$ cat config.mk
export PLATFORM = sky130hd
export DESIGN_NAME = mic_intc
export DESIGN_NICKNAME = d
export VERILOG_FILES = /design/src/core/mic_intc.v
export VERILOG_INCLUDE_DIRS = /design/src /design/src/core
export SDC_FILE = /design/constraint.sdc
export NUM_CORES = 1
export LEC_CHECK = 0
export BUFFER_PORTS_ARGS = -buffer_cell sky130_fd_sc_hd__buf_4
export CELL_PAD_IN_SITES_DETAIL_PLACEMENT = 1
export CELL_PAD_IN_SITES_GLOBAL_PLACEMENT = 2
export CORE_ASPECT_RATIO = 1.25
export CORE_MARGIN = 5
export CORE_UTILIZATION = 33
export DETAILED_ROUTE_END_ITERATION = 7
export GPL_TIMING_DRIVEN = 1
export PLACE_DENSITY_LB_ADDON = 0.1
export SKIP_CTS_REPAIR_TIMING = 1
export SLEW_MARGIN = 0
export SYNTH_ARGS = -nofsm -noshare
export SYNTH_HDL_FRONTEND = slang
export SYNTH_SLANG_ARGS = --single-unit
export TNS_END_PERCENT = 1
$ cat constraint.sdc
create_clock -name clk_i -period 1.7 [get_ports clk_i]
set_input_delay 0.17 -clock clk_i [delete_from_list [all_inputs] [get_ports clk_i]]
set_output_delay 0.17 -clock clk_i [all_outputs]
set_load 0.01 [all_outputs]
$ cat src/core/mic_defines.vh
// register map, field positions, vectors and reset values of the interrupt controller
`ifndef MIC_DEFINES_VH
`define MIC_DEFINES_VH

`define MIC_ADDR_CTRL0 8'h0B
`define MIC_ADDR_CTRL1 8'h1E
`define MIC_ADDR_SHARED 8'h1B

`define MIC_C0_GIE 0
`define MIC_C0_EXT0_EN 1
`define MIC_C0_EXT1_EN 2
`define MIC_C0_CMP0_EN 3
`define MIC_C0_EXT0_PND 4
`define MIC_C0_EXT1_PND 5
`define MIC_C0_CMP0_PND 6
`define MIC_C0_TEST 7

`define MIC_C1_CMP1_EN 0
`define MIC_C1_EXT2_EN 1
`define MIC_C1_SHR_EN 2
`define MIC_C1_CMP1_PND 4
`define MIC_C1_EXT2_PND 5
`define MIC_C1_SHR_PND 6

`define MIC_SH_T0_EN 0
`define MIC_SH_T1_EN 1
`define MIC_SH_ADC_EN 2
`define MIC_SH_T0_PND 4
`define MIC_SH_T1_PND 5
`define MIC_SH_ADC_PND 6

`define MIC_CTRL0_RST 8'h00
`define MIC_CTRL1_RST 8'h00
`define MIC_SHARED_RST 8'h00

`define MIC_VEC_EXT0 12'h004
`define MIC_VEC_EXT1 12'h008
`define MIC_VEC_CMP0 12'h00C
`define MIC_VEC_CMP1 12'h010
`define MIC_VEC_EXT2 12'h014
`define MIC_VEC_SHR 12'h018

`endif

$ cat src/core/mic_intc.v
// interrupt controller: edge capture, enables, priority and vectoring
`timescale 1ns/1ps
`default_nettype none
`include "mic_defines.vh"

// Function
// - vectoring clears global enable
// - requests still latch while globally disabled
// - software re-enable allows nested vectoring
// - no acknowledge while return stack full
// - any pending enabled source wakes device
// - only PC pushed, then branch to vector
// - falling edge on ext pins sets pending
// - ext0/ext1 vector to 04H/08H
// - ext vectoring clears its pending flag
// - comparator falling edge sets comparator pending
// - comparator vectors 0CH/10H, clears its flag
// - timer/adc events set own sub-flags
// - shared source vectors 018H, clears its flag
// - sub-flags cleared only by software
// - control register 0 bit layout
// - control register 1 layout, bits 3,7 zero
// - shared control layout, bits 3,7 zero
// - fixed priority ext0 down to shared
// - interrupt return sets global enable, return not
module mic_intc (
    input wire clk_i,
    input wire rst_n_i,
    input wire clk_en_i,
    input wire [7:0] addr_i,
    input wire [7:0] wdata_i,
    input wire wr_i,
    input wire rd_i,
    output reg [7:0] rdata_o,
    input wire ext_irq_pin_0_i,
    input wire ext_irq_pin_1_i,
    input wire ext_irq_pin_2_i,
    input wire cmp0_out_i,
    input wire cmp1_out_i,
    input wire timer0_ovf_i,
    input wire timer1_ovf_i,
    input wire adc_done_i,
    input wire stack_full_i,
    input wire irq_accept_i,
    input wire return_from_interrupt_i,
    output wire irq_req_o,
    output reg [11:0] vector_o,
    output wire push_pc_o,
    output wire wake_o
);

    // two-stage synchronisers for the five asynchronous lines
    reg [4:0] sync1_q;
    reg [4:0] sync2_q;
    reg [4:0] prev_q;
    wire [4:0] fall;

    reg global_irq_enable_q;
    reg ext0_enable_q;
    reg ext1_enable_q;
    reg cmp0_enable_q;
    reg test_bit_q;
    reg ext0_pending_q;
    reg ext1_pending_q;
    reg cmp0_pending_q;
    reg cmp1_enable_q;
    reg ext2_enable_q;
    reg shared_irq_enable_q;
    reg cmp1_pending_q;
    reg ext2_pending_q;
    reg shared_irq_pending_q;
    reg timer0_enable_q;
    reg timer1_enable_q;
    reg adc_irq_enable_q;
    reg timer0_pending_q;
    reg timer1_pending_q;
    reg adc_done_pending_q;

    wire [7:0] ctrl0;
    wire [7:0] ctrl1;
    wire [7:0] shared_ctrl;
    wire wr_c0;
    wire wr_c1;
    wire wr_sh;
    wire rd_c0;
    wire rd_c1;
    wire rd_sh;
    wire [5:0] ready;
    wire [5:0] grant;
    wire any_ready;
    wire take;
    wire sub_rise;

    // one register decode shared by the write and read paths
    function addr_hit;
        input strobe;
        input [7:0] addr;
        input [7:0] target;
        begin
            addr_hit = strobe && (addr == target);
        end
    endfunction

    function [5:0] pick_first;
        input [5:0] req;
        begin
            pick_first = req & ~(req - 6'h01);
        end
    endfunction

    assign fall = prev_q & ~sync2_q;

    assign ctrl0 = {test_bit_q, cmp0_pending_q, ext1_pending_q, ext0_pending_q,
                    cmp0_enable_q, ext1_enable_q, ext0_enable_q, global_irq_enable_q};
    assign ctrl1 = {1'b0, shared_irq_pending_q, ext2_pending_q, cmp1_pending_q,
                    1'b0, shared_irq_enable_q, ext2_enable_q, cmp1_enable_q};
    assign shared_ctrl = {1'b0, adc_done_pending_q, timer1_pending_q, timer0_pending_q,
                          1'b0, adc_irq_enable_q, timer1_enable_q, timer0_enable_q};

    assign wr_c0 = addr_hit(wr_i, addr_i, `MIC_ADDR_CTRL0);
    assign wr_c1 = addr_hit(wr_i, addr_i, `MIC_ADDR_CTRL1);
    assign wr_sh = addr_hit(wr_i, addr_i, `MIC_ADDR_SHARED);
    assign rd_c0 = addr_hit(rd_i, addr_i, `MIC_ADDR_CTRL0);
    assign rd_c1 = addr_hit(rd_i, addr_i, `MIC_ADDR_CTRL1);
    assign rd_sh = addr_hit(rd_i, addr_i, `MIC_ADDR_SHARED);

    // bit 0 is highest priority
    assign ready = {shared_irq_enable_q & shared_irq_pending_q,
                    ext2_enable_q & ext2_pending_q,
                    cmp1_enable_q & cmp1_pending_q,
                    cmp0_enable_q & cmp0_pending_q,
                    ext1_enable_q & ext1_pending_q,
                    ext0_enable_q & ext0_pending_q};
    assign grant = pick_first(ready);
    assign any_ready = |ready;
    assign irq_req_o = global_irq_enable_q && any_ready && !stack_full_i;
    assign take = irq_req_o && irq_accept_i && clk_en_i;
    // core pushes only the pc on accept; no other state is saved here
    assign push_pc_o = take;
    // combinational so it works with the system clock stopped
    assign wake_o = any_ready;

    assign sub_rise = (timer0_ovf_i & timer0_enable_q) | (timer1_ovf_i & timer1_enable_q)
                      | (adc_done_i & adc_irq_enable_q);

    always @* begin
        case (grant)
            6'h01: vector_o = `MIC_VEC_EXT0;
            6'h02: vector_o = `MIC_VEC_EXT1;
            6'h04: vector_o = `MIC_VEC_CMP0;
            6'h08: vector_o = `MIC_VEC_CMP1;
            6'h10: vector_o = `MIC_VEC_EXT2;
            6'h20: vector_o = `MIC_VEC_SHR;
            default: vector_o = 12'h000;
        endcase
    end

    always @(posedge clk_i or negedge rst_n_i) begin
        if (!rst_n_i) begin
            sync1_q <= 5'h1F;
            sync2_q <= 5'h1F;
            prev_q <= 5'h1F;
        end else if (clk_en_i) begin
            sync1_q <= {cmp1_out_i, cmp0_out_i, ext_irq_pin_2_i, ext_irq_pin_1_i,
                        ext_irq_pin_0_i};
            sync2_q <= sync1_q;
            prev_q <= sync2_q;
        end
    end

    always @(posedge clk_i or negedge rst_n_i) begin
        if (!rst_n_i) begin
            rdata_o <= 8'h00;
        end else if (clk_en_i) begin
            if (rd_c0) begin
                rdata_o <= ctrl0;
            end else if (rd_c1) begin
                rdata_o <= ctrl1;
            end else if (rd_sh) begin
                rdata_o <= shared_ctrl;
            end else begin
                rdata_o <= 8'h00;
            end
        end
    end

    // control register 0; hardware set beats software clear
    always @(posedge clk_i or negedge rst_n_i) begin
        if (!rst_n_i) begin
            global_irq_enable_q <= 1'b0;
            ext0_enable_q <= 1'b0;
            ext1_enable_q <= 1'b0;
            cmp0_enable_q <= 1'b0;
            test_bit_q <= 1'b0;
            ext0_pending_q <= 1'b0;
            ext1_pending_q <= 1'b0;
            cmp0_pending_q <= 1'b0;
        end else if (clk_en_i) begin
            if (wr_c0) begin
                global_irq_enable_q <= wdata_i[`MIC_C0_GIE];
                ext0_enable_q <= wdata_i[`MIC_C0_EXT0_EN];
                ext1_enable_q <= wdata_i[`MIC_C0_EXT1_EN];
                cmp0_enable_q <= wdata_i[`MIC_C0_CMP0_EN];
                // stored only; software keeps it at zero
                test_bit_q <= wdata_i[`MIC_C0_TEST];
                ext0_pending_q <= wdata_i[`MIC_C0_EXT0_PND];
                ext1_pending_q <= wdata_i[`MIC_C0_EXT1_PND];
                cmp0_pending_q <= wdata_i[`MIC_C0_CMP0_PND];
            end
            if (take) begin
                global_irq_enable_q <= 1'b0;
            end else if (return_from_interrupt_i) begin
                global_irq_enable_q <= 1'b1;
            end
            if (take && grant[0]) begin
                ext0_pending_q <= 1'b0;
            end
            if (take && grant[1]) begin
                ext1_pending_q <= 1'b0;
            end
            if (take && grant[2]) begin
                cmp0_pending_q <= 1'b0;
            end
            // latched regardless of global enable
            if (fall[0]) begin
                ext0_pending_q <= 1'b1;
            end
            if (fall[1]) begin
                ext1_pending_q <= 1'b1;
            end
            if (fall[3]) begin
                cmp0_pending_q <= 1'b1;
            end
        end
    end

    // control register 1
    always @(posedge clk_i or negedge rst_n_i) begin
        if (!rst_n_i) begin
            cmp1_enable_q <= 1'b0;
            ext2_enable_q <= 1'b0;
            shared_irq_enable_q <= 1'b0;
            cmp1_pending_q <= 1'b0;
            ext2_pending_q <= 1'b0;
            shared_irq_pending_q <= 1'b0;
        end else if (clk_en_i) begin
            if (wr_c1) begin
                cmp1_enable_q <= wdata_i[`MIC_C1_CMP1_EN];
                ext2_enable_q <= wdata_i[`MIC_C1_EXT2_EN];
                shared_irq_enable_q <= wdata_i[`MIC_C1_SHR_EN];
                cmp1_pending_q <= wdata_i[`MIC_C1_CMP1_PND];
                ext2_pending_q <= wdata_i[`MIC_C1_EXT2_PND];
                shared_irq_pending_q <= wdata_i[`MIC_C1_SHR_PND];
            end
            if (take && grant[3]) begin
                cmp1_pending_q <= 1'b0;
            end
            if (take && grant[4]) begin
                ext2_pending_q <= 1'b0;
            end
            if (take && grant[5]) begin
                shared_irq_pending_q <= 1'b0;
            end
            if (fall[4]) begin
                cmp1_pending_q <= 1'b1;
            end
            if (fall[2]) begin
                ext2_pending_q <= 1'b1;
            end
            if (sub_rise) begin
                shared_irq_pending_q <= 1'b1;
            end
        end
    end

    // shared source control; sub-flags never auto-clear on read or service
    always @(posedge clk_i or negedge rst_n_i) begin
        if (!rst_n_i) begin
            timer0_enable_q <= 1'b0;
            timer1_enable_q <= 1'b0;
            adc_irq_enable_q <= 1'b0;
            timer0_pending_q <= 1'b0;
            timer1_pending_q <= 1'b0;
            adc_done_pending_q <= 1'b0;
        end else if (clk_en_i) begin
            if (wr_sh) begin
                timer0_enable_q <= wdata_i[`MIC_SH_T0_EN];
                timer1_enable_q <= wdata_i[`MIC_SH_T1_EN];
                adc_irq_enable_q <= wdata_i[`MIC_SH_ADC_EN];
                timer0_pending_q <= wdata_i[`MIC_SH_T0_PND];
                timer1_pending_q <= wdata_i[`MIC_SH_T1_PND];
                adc_done_pending_q <= wdata_i[`MIC_SH_ADC_PND];
            end
            if (timer0_ovf_i) begin
                timer0_pending_q <= 1'b1;
            end
            if (timer1_ovf_i) begin
                timer1_pending_q <= 1'b1;
            end
            if (adc_done_i) begin
                adc_done_pending_q <= 1'b1;
            end
        end
    end

endmodule
`default_nettype wire

# After elaboration in Yosys (flattened, before gate mapping)
# Cells that the tools add are included.
# totals
reg_bits	43
inputBits	32
out_inout_bits	23
word_cells	121
# op_classes
addsub	1
eq_ne	9
n_mux	31
bitwise	15
reduce_logical	41
# ops
op	count
5-bit case mux with 6 select lines	1
1-bit 2-to-1 mux	27
2-bit AND reduction	13
3-bit nonzero test	7
8-bit by 5-bit equality test with 1-bit output (second input constant)	2
1-bit logical AND	16
7-bit 2-to-1 mux	2
1-bit bitwise AND	9
8-bit by 4-bit equality test with 1-bit output (second input constant)	1
8-bit 2-to-1 mux	1
6-bit bitwise AND	1
6-bit by 1-bit equality test with 1-bit output (second input constant)	1
6-bit by 2-bit equality test with 1-bit output (second input constant)	1
6-bit by 3-bit equality test with 1-bit output (second input constant)	1
6-bit by 4-bit equality test with 1-bit output (second input constant)	1
6-bit by 5-bit equality test with 1-bit output (second input constant)	1
6-bit equality test (second input constant)	1
6-bit NOT	1
2-bit nonzero test	3
6-bit OR reduction	1
6-bit by 1-bit subtractor with 6-bit output (second input constant)	1
5-bit bitwise AND	1
5-bit NOT	1
1-bit OR	2
1-bit zero test	1

# Depth between registers and ports, before layout
# Gate-level depths: netlist of the first run.
# logic_depth
ltp_word	9
ltp_mapped	6
depth_no_buf	4

# Worst setup path before layout of the first run
# OpenSTA, ideal clock, no wires.
# synth_path
path_type	input to register
from	in addr_i[5]
to	reg cmp0_enable_q
setup_time_ps	125
arrival_time_ps	1551
required_time_ps	1575
setup_slack_ps	24
stages	4
n_path_buf	1
path_cell_list	or4b_4 > or4_4 > buf_6 > mux2_4
# synth_between
elab_chain_cells	3
# synth_lines
item	line_no	rtl
from (decl)	mic_intc.v:30	input wire [7:0] addr_i,
8-bit by 4-bit equality test with 1-bit output	mic_intc.v:100	addr_hit = strobe && (addr == target);
1-bit logical AND	mic_intc.v:100	
2-bit AND reduction (no source line)	-	
to (signal assigned)	mic_intc.v:203	cmp0_enable_q <= wdata_i[`MIC_C0_CMP0_EN];
to (decl)	mic_intc.v:61	reg cmp0_enable_q;
# Every way passes these cells.
# A chain may end at the register's enable or synchronous reset.

# Worst setup path in the final report of the first run
# layout_path
from	reg ext0_enable_q
to	out vector_o[4]
# layout_between
elab_chain_cells	6
elab_cells_between_ends	11
cone_classes	1 x add/sub; 6 x eq/ne; 1 x mux; 3 x bitwise
# layout_lines
item	line_no	rtl
from (decl)	mic_intc.v:59	reg ext0_enable_q;
from (signal assigned)	mic_intc.v:201	ext0_enable_q <= wdata_i[`MIC_C0_EXT0_EN];
1-bit bitwise AND *	mic_intc.v:133	ext0_enable_q & ext0_pending_q};
6-bit by 1-bit subtractor with 6-bit output	mic_intc.v:107	pick_first = req & ~(req - 6'h01);
6-bit NOT	mic_intc.v:107	
6-bit bitwise AND *	mic_intc.v:107	
6-bit equality test, or another cell as far along	mic_intc.v:147	case (grant)
5-bit case mux with 6 select lines *	mic_intc.v:147	
to (decl)	mic_intc.v:47	output reg [11:0] vector_o,
# Every way passes the cells marked *; elsewhere a longest branch is shown, timed or not.

==> results.yml, run 1 <==
timing:
  slew_headroom_pct: 62.3
  setup_violations: 1
  postLayoutSetupSlackWorst_ps: -37.0
  rsz0062_at_grt: "yes"
  timing.final.crit_share_pct: 102
  hold_viol_final: 0
  finalMaxSlewViolations: 0
  fmax_ghz: 0.576
  tightestPinTransition_ps: 566
  fin_worst_skew_ps: 8.11
  finalWorstPathRequiredPeriod_ps: 1740
pwr:
  power_mw: 2.18
  peakVddDrop_v: 0.000401
  power_per_cell_area_mw_per_mm2: 777
  p_leak_nw: 1.23
cells_and_area:
  fin_util_pct: 43.1
  antenna_cells: 0
  fillers: 775
  area_delta_synth_final_pct: 28.0
  final_cell_mix: "63 x buf_4, 27 x dfrtp_1, 22 x nand2_1, 19 x mux2_2, 15 x dfstp_2"
  drive_above_1_share_pct: 44.6
  layout_commonest_cell: "buf_4"
  instances_no_fill: 345
  final_nets: 289
route:
  wire_per_inst_um: 17.2
  drt_iter0_markers: 82
  dr.pass1.iters: 4
  wl_met2_um: 3110
  drc: 0
  wl_met3_um: 208
  m1WireLength_um: 2570
  vias: 1736
  drt_wl_total_um: 5950
  antenna_left: 0
  viasPerCell: 5.03
  top_layer: "met4"
floorplanning:
  coreArea_sq_mm: 0.00652
  start_util_pct: 33.7
  die_area_sq_mm: 0.00840
  die_y_um: 101
  num_rows: 33
  io_pins: 55
  die_w_um: 83.0
placement:
  placed_cells: 335
  place_congestion: 0.755
  dp_hpwl_um: 4620
  port_buffers: 45
  pre_cts_ws_ps: -107
setup_path:
  cp-end-kind: "primary output"
  crit-reg2reg-launch: "global_irq_enable_q"
  startpoint_type: "register"
  required_ps: 1530
  reg2regPathDepth: 4
  critPathArrivalTime_ps: 1570
  reg2reg_slack_ps: 270
  path_max_fanout: 4
  worstReg2RegEnd: "ext0_pending_q"
  cp-startpoint: "ext0_enable_q"
  worst-setup-path-type: "register to primary output"
cts:
  cts_tree: "done"
  cts_buffers: 5
  clk_pin_slew_worst_paths_ps: 80
  root_buffer: "clkbuf_8"
  cts.path.max_buffers: 2
  cts_num_sinks: 43
  worst_skew_pair.late_latency_ps: 300
  cts.htree.levels: 2
global_routing:
  grt_util_all_layers_pct: 14.9
  grt_max_degree: 44
  overflow: 0
  grt_pass1_wl_um: 9920
  antenna_found_initial: 0
  grt_pass1_vias: 1852
synthesis:
  synth.avg_cell_area_sq_um: 11.2
  syn_inst: 196
  synth-seq-area-share_pct: 49.9
  synth_seq_cells: 43
  yosys_warnings: 0
  syn_area_sq_mm: 0.00220
  ys_types: 38
worst_hold_path:
  holdPathStages: 3
  min_to: "adc_done_pending_q"
  hp-start: "adc_done_i"
  hp-class: "primary input to register"
outcome:
  violations: "setup timing"
  status: "complete, but fails checks"
run:
  max_cap_viol_count: 0
cells in the mapped netlist:
master	n	area (sq um)
and4_1	1	8.76
and2_1	1	6.26
a32o_1	3	30.0
clkbuf_1	7	26.3
and4b_1	3	30.0
conb_1	1	3.75
nand2b_1	7	43.8
nor4_1	1	6.26
buf_4	9	67.6
buf_6	1	11.3
nor2b_1	2	12.5
a22o_1	4	35.0
nand4b_1	2	17.5
nand2_1	23	86.3
o22ai_1	3	18.8
dfstp_2	15	394
dfrtp_1	28	701
inv_1	4	15.0
a32oi_1	1	8.76
nor3_2	1	10.0
nand3_1	3	15.0
buf_1	1	3.75
nand4_1	2	12.5
a22oi_1	7	52.6
nor4b_1	1	8.76
mux2_2	19	214
or4b_4	1	13.8
o2bb2ai_1	6	52.6
mux2_4	4	60.1
or4_4	1	11.3
a222oi_1	3	30.0
nor2_1	5	18.8
a21oi_1	2	10.0
mux2i_1	6	60.1
o21ai_0	12	60.1
nor3b_1	2	15.0
nor3_1	2	10.0
a211oi_1	2	15.0
kinds of logic after synthesis:
family / after synthesis / synth area share [%]
and+or+nand+nor: 58 / 14.9
AOI/OAI and AO/OA: 43 / 14.2
DFF: 43 / 49.9
muxes: 29 / 15.2
buffers and inverters: 22 / 5.64
other: 1 / 0.171
worst max-delay path, cell delays in order, from the launching register on:
cell	delay (ps)
dfrtp_1	390
a222oi_1	420
buf_4	200
nor2b_2	130
buf_4	120
cell type report:
type,count,area (sq um),share of cell area [%]
Sequential cell,43,1100,39.0
Clock buffer,7,86.3,3.07
Tap cell,87,109,3.87
Clock inverter,1,5.00,0.178
Inverter,4,15.0,0.534
Multi-Input combinational cell,139,1020,36.2
Timing Repair Buffer,64,483,17.2
sequential cells by signal, summed over array words and instances, names as in the netlist, 5 cells and up:
register	flops
sync1_q	5
prev_q	5
rdata_o	8
sync2_q	5
report_power, final:
part	internal [mW]	switching, mW
clock network	0.328	0.349
logic	0.170	0.154
registers	1.13	0.0507
total	1.63	0.553
metrics by stage:
stage	hold WS, ps	TNS (ps)	cell area [sq um]
final	86.7	-37.0	2810
after global routing	69.8	-639	2810
after CTS	-120	-167	2780
after detailed placement	210	-475	2690
after global placement	205	-428	2690
after floorplan	-126	0	2230
worst max-delay path by stage:
stage	end	slack (ps)
floorplan	cmp0_enable_q	20
global placement	cmp0_enable_q	-100
detailed placement	ext1_enable_q	-110
CTS	vector_o[4]	-90
global route	vector_o[4]	-160
finish	vector_o[4]	-40
layer usage:
layer / GRT usage [%] / up-vias
li1: - / 830
met1: 17.8 / 868
met2: 26.6 / 32
met3: 3.82 / 6
met4: 4.15 / 0
met5: 0 / -
(Power assumes the default switching activity.)
==> run 2, diff against run 1 <==
==> constraint.sdc (replaced) <==
create_clock -name clk_i -period 1.7 [get_ports clk_i]
set_input_delay 0.17 -clock clk_i [delete_from_list [all_inputs] [get_ports clk_i]]
set_output_delay 0.17 -clock clk_i [all_outputs]
set_load 0.1 [all_outputs]
==> run 2 against run 1 <==
  * The run still ends with setup timing left
  * Hold slack got worse by 2.3 ps
  * Cell area up 3.2%
  * Setup slack worse by 38 ps
  * Wire length grew 4.9%
  * Highest routed layer unchanged
  * Utilization increased by 1.4 points
  * Critical path depth is the same
  * Combinational power grew 59%
  * Sequential power barely moved
  * Largest power group unchanged
==> results.yml, run 2 (synthesized netlist as in run 1, its figures left out) <==
outcome:
  status: "complete, but fails checks"
  violations: "setup timing"
timing:
  postLayoutSetupSlackWorst_ps: -75.3
  fmax_ghz: 0.563
  finalWorstPathRequiredPeriod_ps: 1780
  timing.final.crit_share_pct: 104
  hold_viol_final: 0
  tightestPinTransition_ps: 552
  finalMaxSlewViolations: 0
  setup_violations: 5
  rsz0062_at_grt: "yes"
  finalHoldWorstSlack_ps: 84.4
  fin_worst_skew_ps: 8.15
  slew_headroom_pct: 63.2
setup_path:
  worst-setup-path-type: "register to primary output"
  path_max_fanout: 4
  startpoint_type: "register"
  reg2reg_slack_ps: 240
  worstReg2RegEnd: "ext2_pending_q"
  crit-reg2reg-launch: "ext0_pending_q"
  cp-end-kind: "primary output"
  crit_slowest_cell: "dfrtp_1"
  critPathArrivalTime_ps: 1610
  worstPathCellList: "a222oi_1, buf_4, a211oi_2, buf_6"
  reg2regPathDepth: 5
  slowest_delay_ps: 430
  required_ps: 1530
run:
  max_cap_viol_count: 0
cts:
  cts_num_sinks: 43
  root_buffer: "clkbuf_8"
  cts_buffers: 5
  cts_tree: "done"
  worst_skew_pair.late_latency_ps: 300
  cts.htree.levels: 2
  cts.path.max_buffers: 2
  clk_pin_slew_worst_paths_ps: 80
pwr:
  p_leak_nw: 1.26
  peakVddDrop_v: 0.000491
  power_per_cell_area_mw_per_mm2: 858
cells_and_area:
  final_nets: 291
  stdcell_area_sq_mm: 0.00290
  fin_util_pct: 44.4
  largest_register_ffs: 8
  final_cell_mix: "59 x buf_4, 27 x dfrtp_1, 23 x nand2_1, 19 x mux2_2, 15 x dfstp_2"
  layout_commonest_cell: "buf_4"
  antenna_cells: 0
  area_delta_synth_final_pct: 32.0
  fillers: 754
  regMostFlops: "rdata_o"
  drive_above_1_share_pct: 45.0
  instances_no_fill: 347
floorplanning:
  die_y_um: 101
  die_w_um: 83.0
  coreArea_sq_mm: 0.00652
  die_area_sq_mm: 0.00840
  num_rows: 33
  start_util_pct: 33.7
  io_pins: 55
placement:
  place_congestion: 0.818
  place_area_sq_mm: 0.00272
  dp_hpwl_um: 4930
  port_buffers: 45
  pre_cts_ws_ps: -123
  placed_cells: 335
global_routing:
  grt_pass1_wl_um: 9650
  grt_pass1_vias: 1889
  overflow: 0
  grt_util_all_layers_pct: 14.7
  antenna_found_initial: 0
  grt_max_degree: 44
worst_hold_path:
  holdPathStages: 3
  hp-class: "primary input to register"
  hp-start: "adc_done_i"
  min_to: "adc_done_pending_q"
route:
  dr.pass1.iters: 4
  viasPerCell: 5.13
  drt_iter0_markers: 57
  vias: 1779
  wire_per_inst_um: 18.0
  drc: 0
  antenna_left: 0
  drt_wl_total_um: 6240
[run 2: changes by cell type in the layout (fill, tap and decap cells not counted), sizes merged]
cell,previous run,this run
buf,63,65
bufinv,0,1
clkinv,1,0
[run 2: how the worst max path moves through the flow]
stage,from,end,cells past startpoint
floorplan,ext2_pending_q,irq_req_o,2
global placement,addr_i[5],ext1_enable_q,4
detailed placement,addr_i[5],ext1_enable_q,4
CTS,cmp1_pending_q,push_pc_o,4
global route,cmp1_pending_q,irq_req_o,4
finish,cmp1_pending_q,irq_req_o,4
[run 2: layout make-up]
| cell class | instances | area, sq um | area share [%] |
|---|---|---|---|
| Sequential cell | 43 | 1100 | 37.8 |
| Clock buffer | 7 | 76.3 | 2.63 |
| Inverter | 4 | 15.0 | 0.518 |
| Clock inverter | 1 | 30.0 | 1.04 |
| Multi-Input combinational cell | 139 | 1030 | 35.6 |
| Tap cell | 87 | 109 | 3.75 |
| Timing Repair Buffer | 66 | 542 | 18.7 |
[run 2: worst max-delay path: cells and delay by family (launching register included)]
family	cells	cell delay [ps]
AOI/OAI and AO/OA	2	470
buffers and inverters	2	400
DFF	1	430
[run 2: power by group]
group | total (mW) | switching (mW) | internal (mW)
clock network | 0.788 | 0.349 | 0.440
logic | 0.515 | 0.325 | 0.189
registers | 1.18 | 0.0508 | 1.13
[run 2: metrics by stage]
stage | TNS (ps) | power, mW
2_1_floorplan | -1350 | 1.53
3_3_place_gp | -452 | 1.68
6_report | -294 | 2.49
4_1_cts | -843 | 2.50
5_1_grt | -857 | 2.58
3_5_place_dp | -1000 | 1.70
[run 2: routing by layer]
metal,GRT usage [%],part of all wire (%),vias up
met5,0,0,-
met4,4.78,1.1,0
li1,-,-,829
met3,3.82,3.6,6
met2,28.2,56,38
met1,15.7,39,906
==> run 3, diff against run 2 <==
- ABC_AREA: unset -> 1
- CORE_UTILIZATION: 33 -> 31
==> run 3 against run 2 <==
  * Maximum frequency is 3.3% higher
  * First-iteration DRC count up 8.8%
  * Die area is 16% higher
  * Sequential share of layout area is 3.6 points lower
  * Sequential power about the same
  * Flip-flop and latch count unchanged
  * Wire length increased by 17%
  * Global-route usage is 0.61 points higher
  * Total power increased by 28%
  * Synthesized cell count rose by 60%
  * The run still ends with setup timing left
  * Critical endpoint is now vector_o[3]
  * Hold slack worse by 18 ps
  * Critical path depth increased by 2
  * Critical path type unchanged
==> results.yml, run 3 <==
timing:
  finalHoldWorstSlack_ps: 66.7
  setup_violations: 2
  finalMaxSlewViolations: 0
  final.setup.tns_ps: -25.2
  timing.final.crit_share_pct: 101
  slew_headroom_pct: 60.1
  tightestPinTransition_ps: 599
  hold_viol_final: 0
  fmax_ghz: 0.582
  finalWorstPathRequiredPeriod_ps: 1720
  rsz0062_at_grt: "yes"
  postLayoutSetupSlackWorst_ps: -17.8
  fin_worst_skew_ps: 8.84
cts:
  cts.path.max_buffers: 2
  cts_num_sinks: 43
  clk_pin_slew_worst_paths_ps: 90
  cts_tree: "done"
  cts_buffers: 5
  worst_skew_pair.late_latency_ps: 300
  root_buffer: "clkbuf_8"
  cts.htree.levels: 2
synthesis:
  syn_area_sq_mm: 0.00245
  synth_edf_count: 0
  synth_top_area_cell: "dfrtp_1"
  yosys_warnings: 0
  synthArstFlopShare_pct: 100
  synth_area_leaders: "dfrtp_1 29%, nand2_1 17%, dfstp_2 16%"
  netlist_top_cells_count: "110 x nand2_1, 30 x inv_1, 28 x dfrtp_1"
  ys_types: 34
  yosysMostFrequentCell: "nand2_1"
  synth-seq-area-share_pct: 44.8
  synth.avg_cell_area_sq_um: 7.79
  syn_inst: 314
  synth_seq_cells: 43
  synth_flop_cell: "dfrtp_1"
  synth_top_area_share_pct: 28.6
cells_and_area:
  instances_no_fill: 474
  final_cell_mix: "106 x nand2_1, 60 x buf_4, 30 x inv_1, 28 x dfrtp_1"
  final_nets: 410
  largest_register_ffs: 8
  antenna_cells: 0
  drive_above_1_share_pct: 33.8
  multi_input_area_sq_mm: 0.00116
  seq_area_sq_mm: 0.00109
  fillers: 980
  regMostFlops: "rdata_o"
  area_delta_synth_final_pct: 30.7
  layout_commonest_cell: "nand2_1"
pwr:
  power_per_cell_area_mw_per_mm2: 997
  peakVddDrop_v: 0.000558
  p_leak_nw: 1.65
floorplanning:
  coreArea_sq_mm: 0.00775
  die_y_um: 109
  start_util_pct: 31.6
  num_rows: 36
  io_pins: 55
  die_area_sq_mm: 0.00978
  die_w_um: 89.5
placement:
  port_buffers: 45
  place_congestion: 0.780
  placed_cells: 454
  dp_hpwl_um: 5530
  pre_cts_ws_ps: 107
worst_hold_path:
  hp-class: "primary input to register"
  hp-start: "ext_irq_pin_1_i"
route:
  wire_per_inst_um: 15.3
  antenna_left: 0
  vias: 2179
  dr.pass1.iters: 4
  drt_wl_total_um: 7270
  drc: 0
  drt_iter0_markers: 62
  viasPerCell: 4.60
outcome:
  violations: "setup timing"
  status: "complete, but fails checks"
setup_path:
  path_max_fanout: 5
  reg2reg_slack_ps: 210
  cp-startpoint: "ext0_enable_q"
  startpoint_type: "register"
  worst-setup-path-type: "register to primary output"
  crit-reg2reg-launch: "ext0_enable_q"
  critPathArrivalTime_ps: 1550
  required_ps: 1530
  cp-end-kind: "primary output"
global_routing:
  grt_pass1_wl_um: 11400
  grt_util_all_layers_pct: 15.3
  overflow: 0
  grt_pass1_vias: 2223
  grt_max_degree: 44
  antenna_found_initial: 0
run:
  max_cap_viol_count: 0
-- run 3: worst max-delay path, stage by stage (launching register included) --
cell	delay, ps
dfrtp_1	430
nand2_2	150
nand3_4	130
nor3_4	170
nor2_1	70
nand2_1	120
buf_12	180
-- run 3: layout make-up --
cell class	count	share of cell area, %
clock inverter	2	1.13
clock buffer	6	2.93
tap	95	3.72
inverter	36	4.30
multi-input combinational	226	36.4
timing repair buffer	66	17.3
sequential	43	34.2
-- run 3: cell families (layout without fill, tap and decap cells) --
kind of cell           after synthesis  in the layout  synth area share, %
and+or+nand+nor                    169            169                 33.8
buffers and inverters               53            110                 10.1
AOI/OAI and AO/OA                   48             48                 11.2
DFF                                 43             43                 44.8
other                                1              9                0.153
-- run 3: worst paths after layout --
path                       depth (start not counted)        endpoint
max                                                6     vector_o[3]
min                                                3      sync1_q[1]
max reg2reg                                       10  ext1_pending_q
min reg2reg                                        2      sync1_q[1]
max in group asynchronous                          2      rdata_o[5]
min in group asynchronous                          2      rdata_o[1]
-- run 3: power by group --
| part | total, mW | internal, mW | switching [mW] |
|---|---|---|---|
| Clock | 0.912 | 0.529 | 0.383 |
| Combinational | 1.08 | 0.364 | 0.712 |
| Sequential | 1.20 | 1.14 | 0.0651 |
-- run 3: through the flow --
step | total power [mW] | area (sq um) | util, %
final | 3.19 | 3200 | 41.3
after global routing | 3.36 | 3200 | 41.3
after CTS | 3.04 | 3020 | 39.0
after detailed placement | 2.12 | 2890 | 37.3
after global placement | 2.10 | 2890 | 37.3
after floorplan | 1.87 | 2480 | -
-- run 3: metal layers --
layer / track usage (%) / part of all wire, % / up-vias
met1: 19.8 / 43 / 1037
met3: 2.62 / 3.5 / 5
li1: - / - / 1102
met5: 0 / 0 / -
met4: 2.87 / 0.74 / 0
met2: 26.8 / 53 / 35
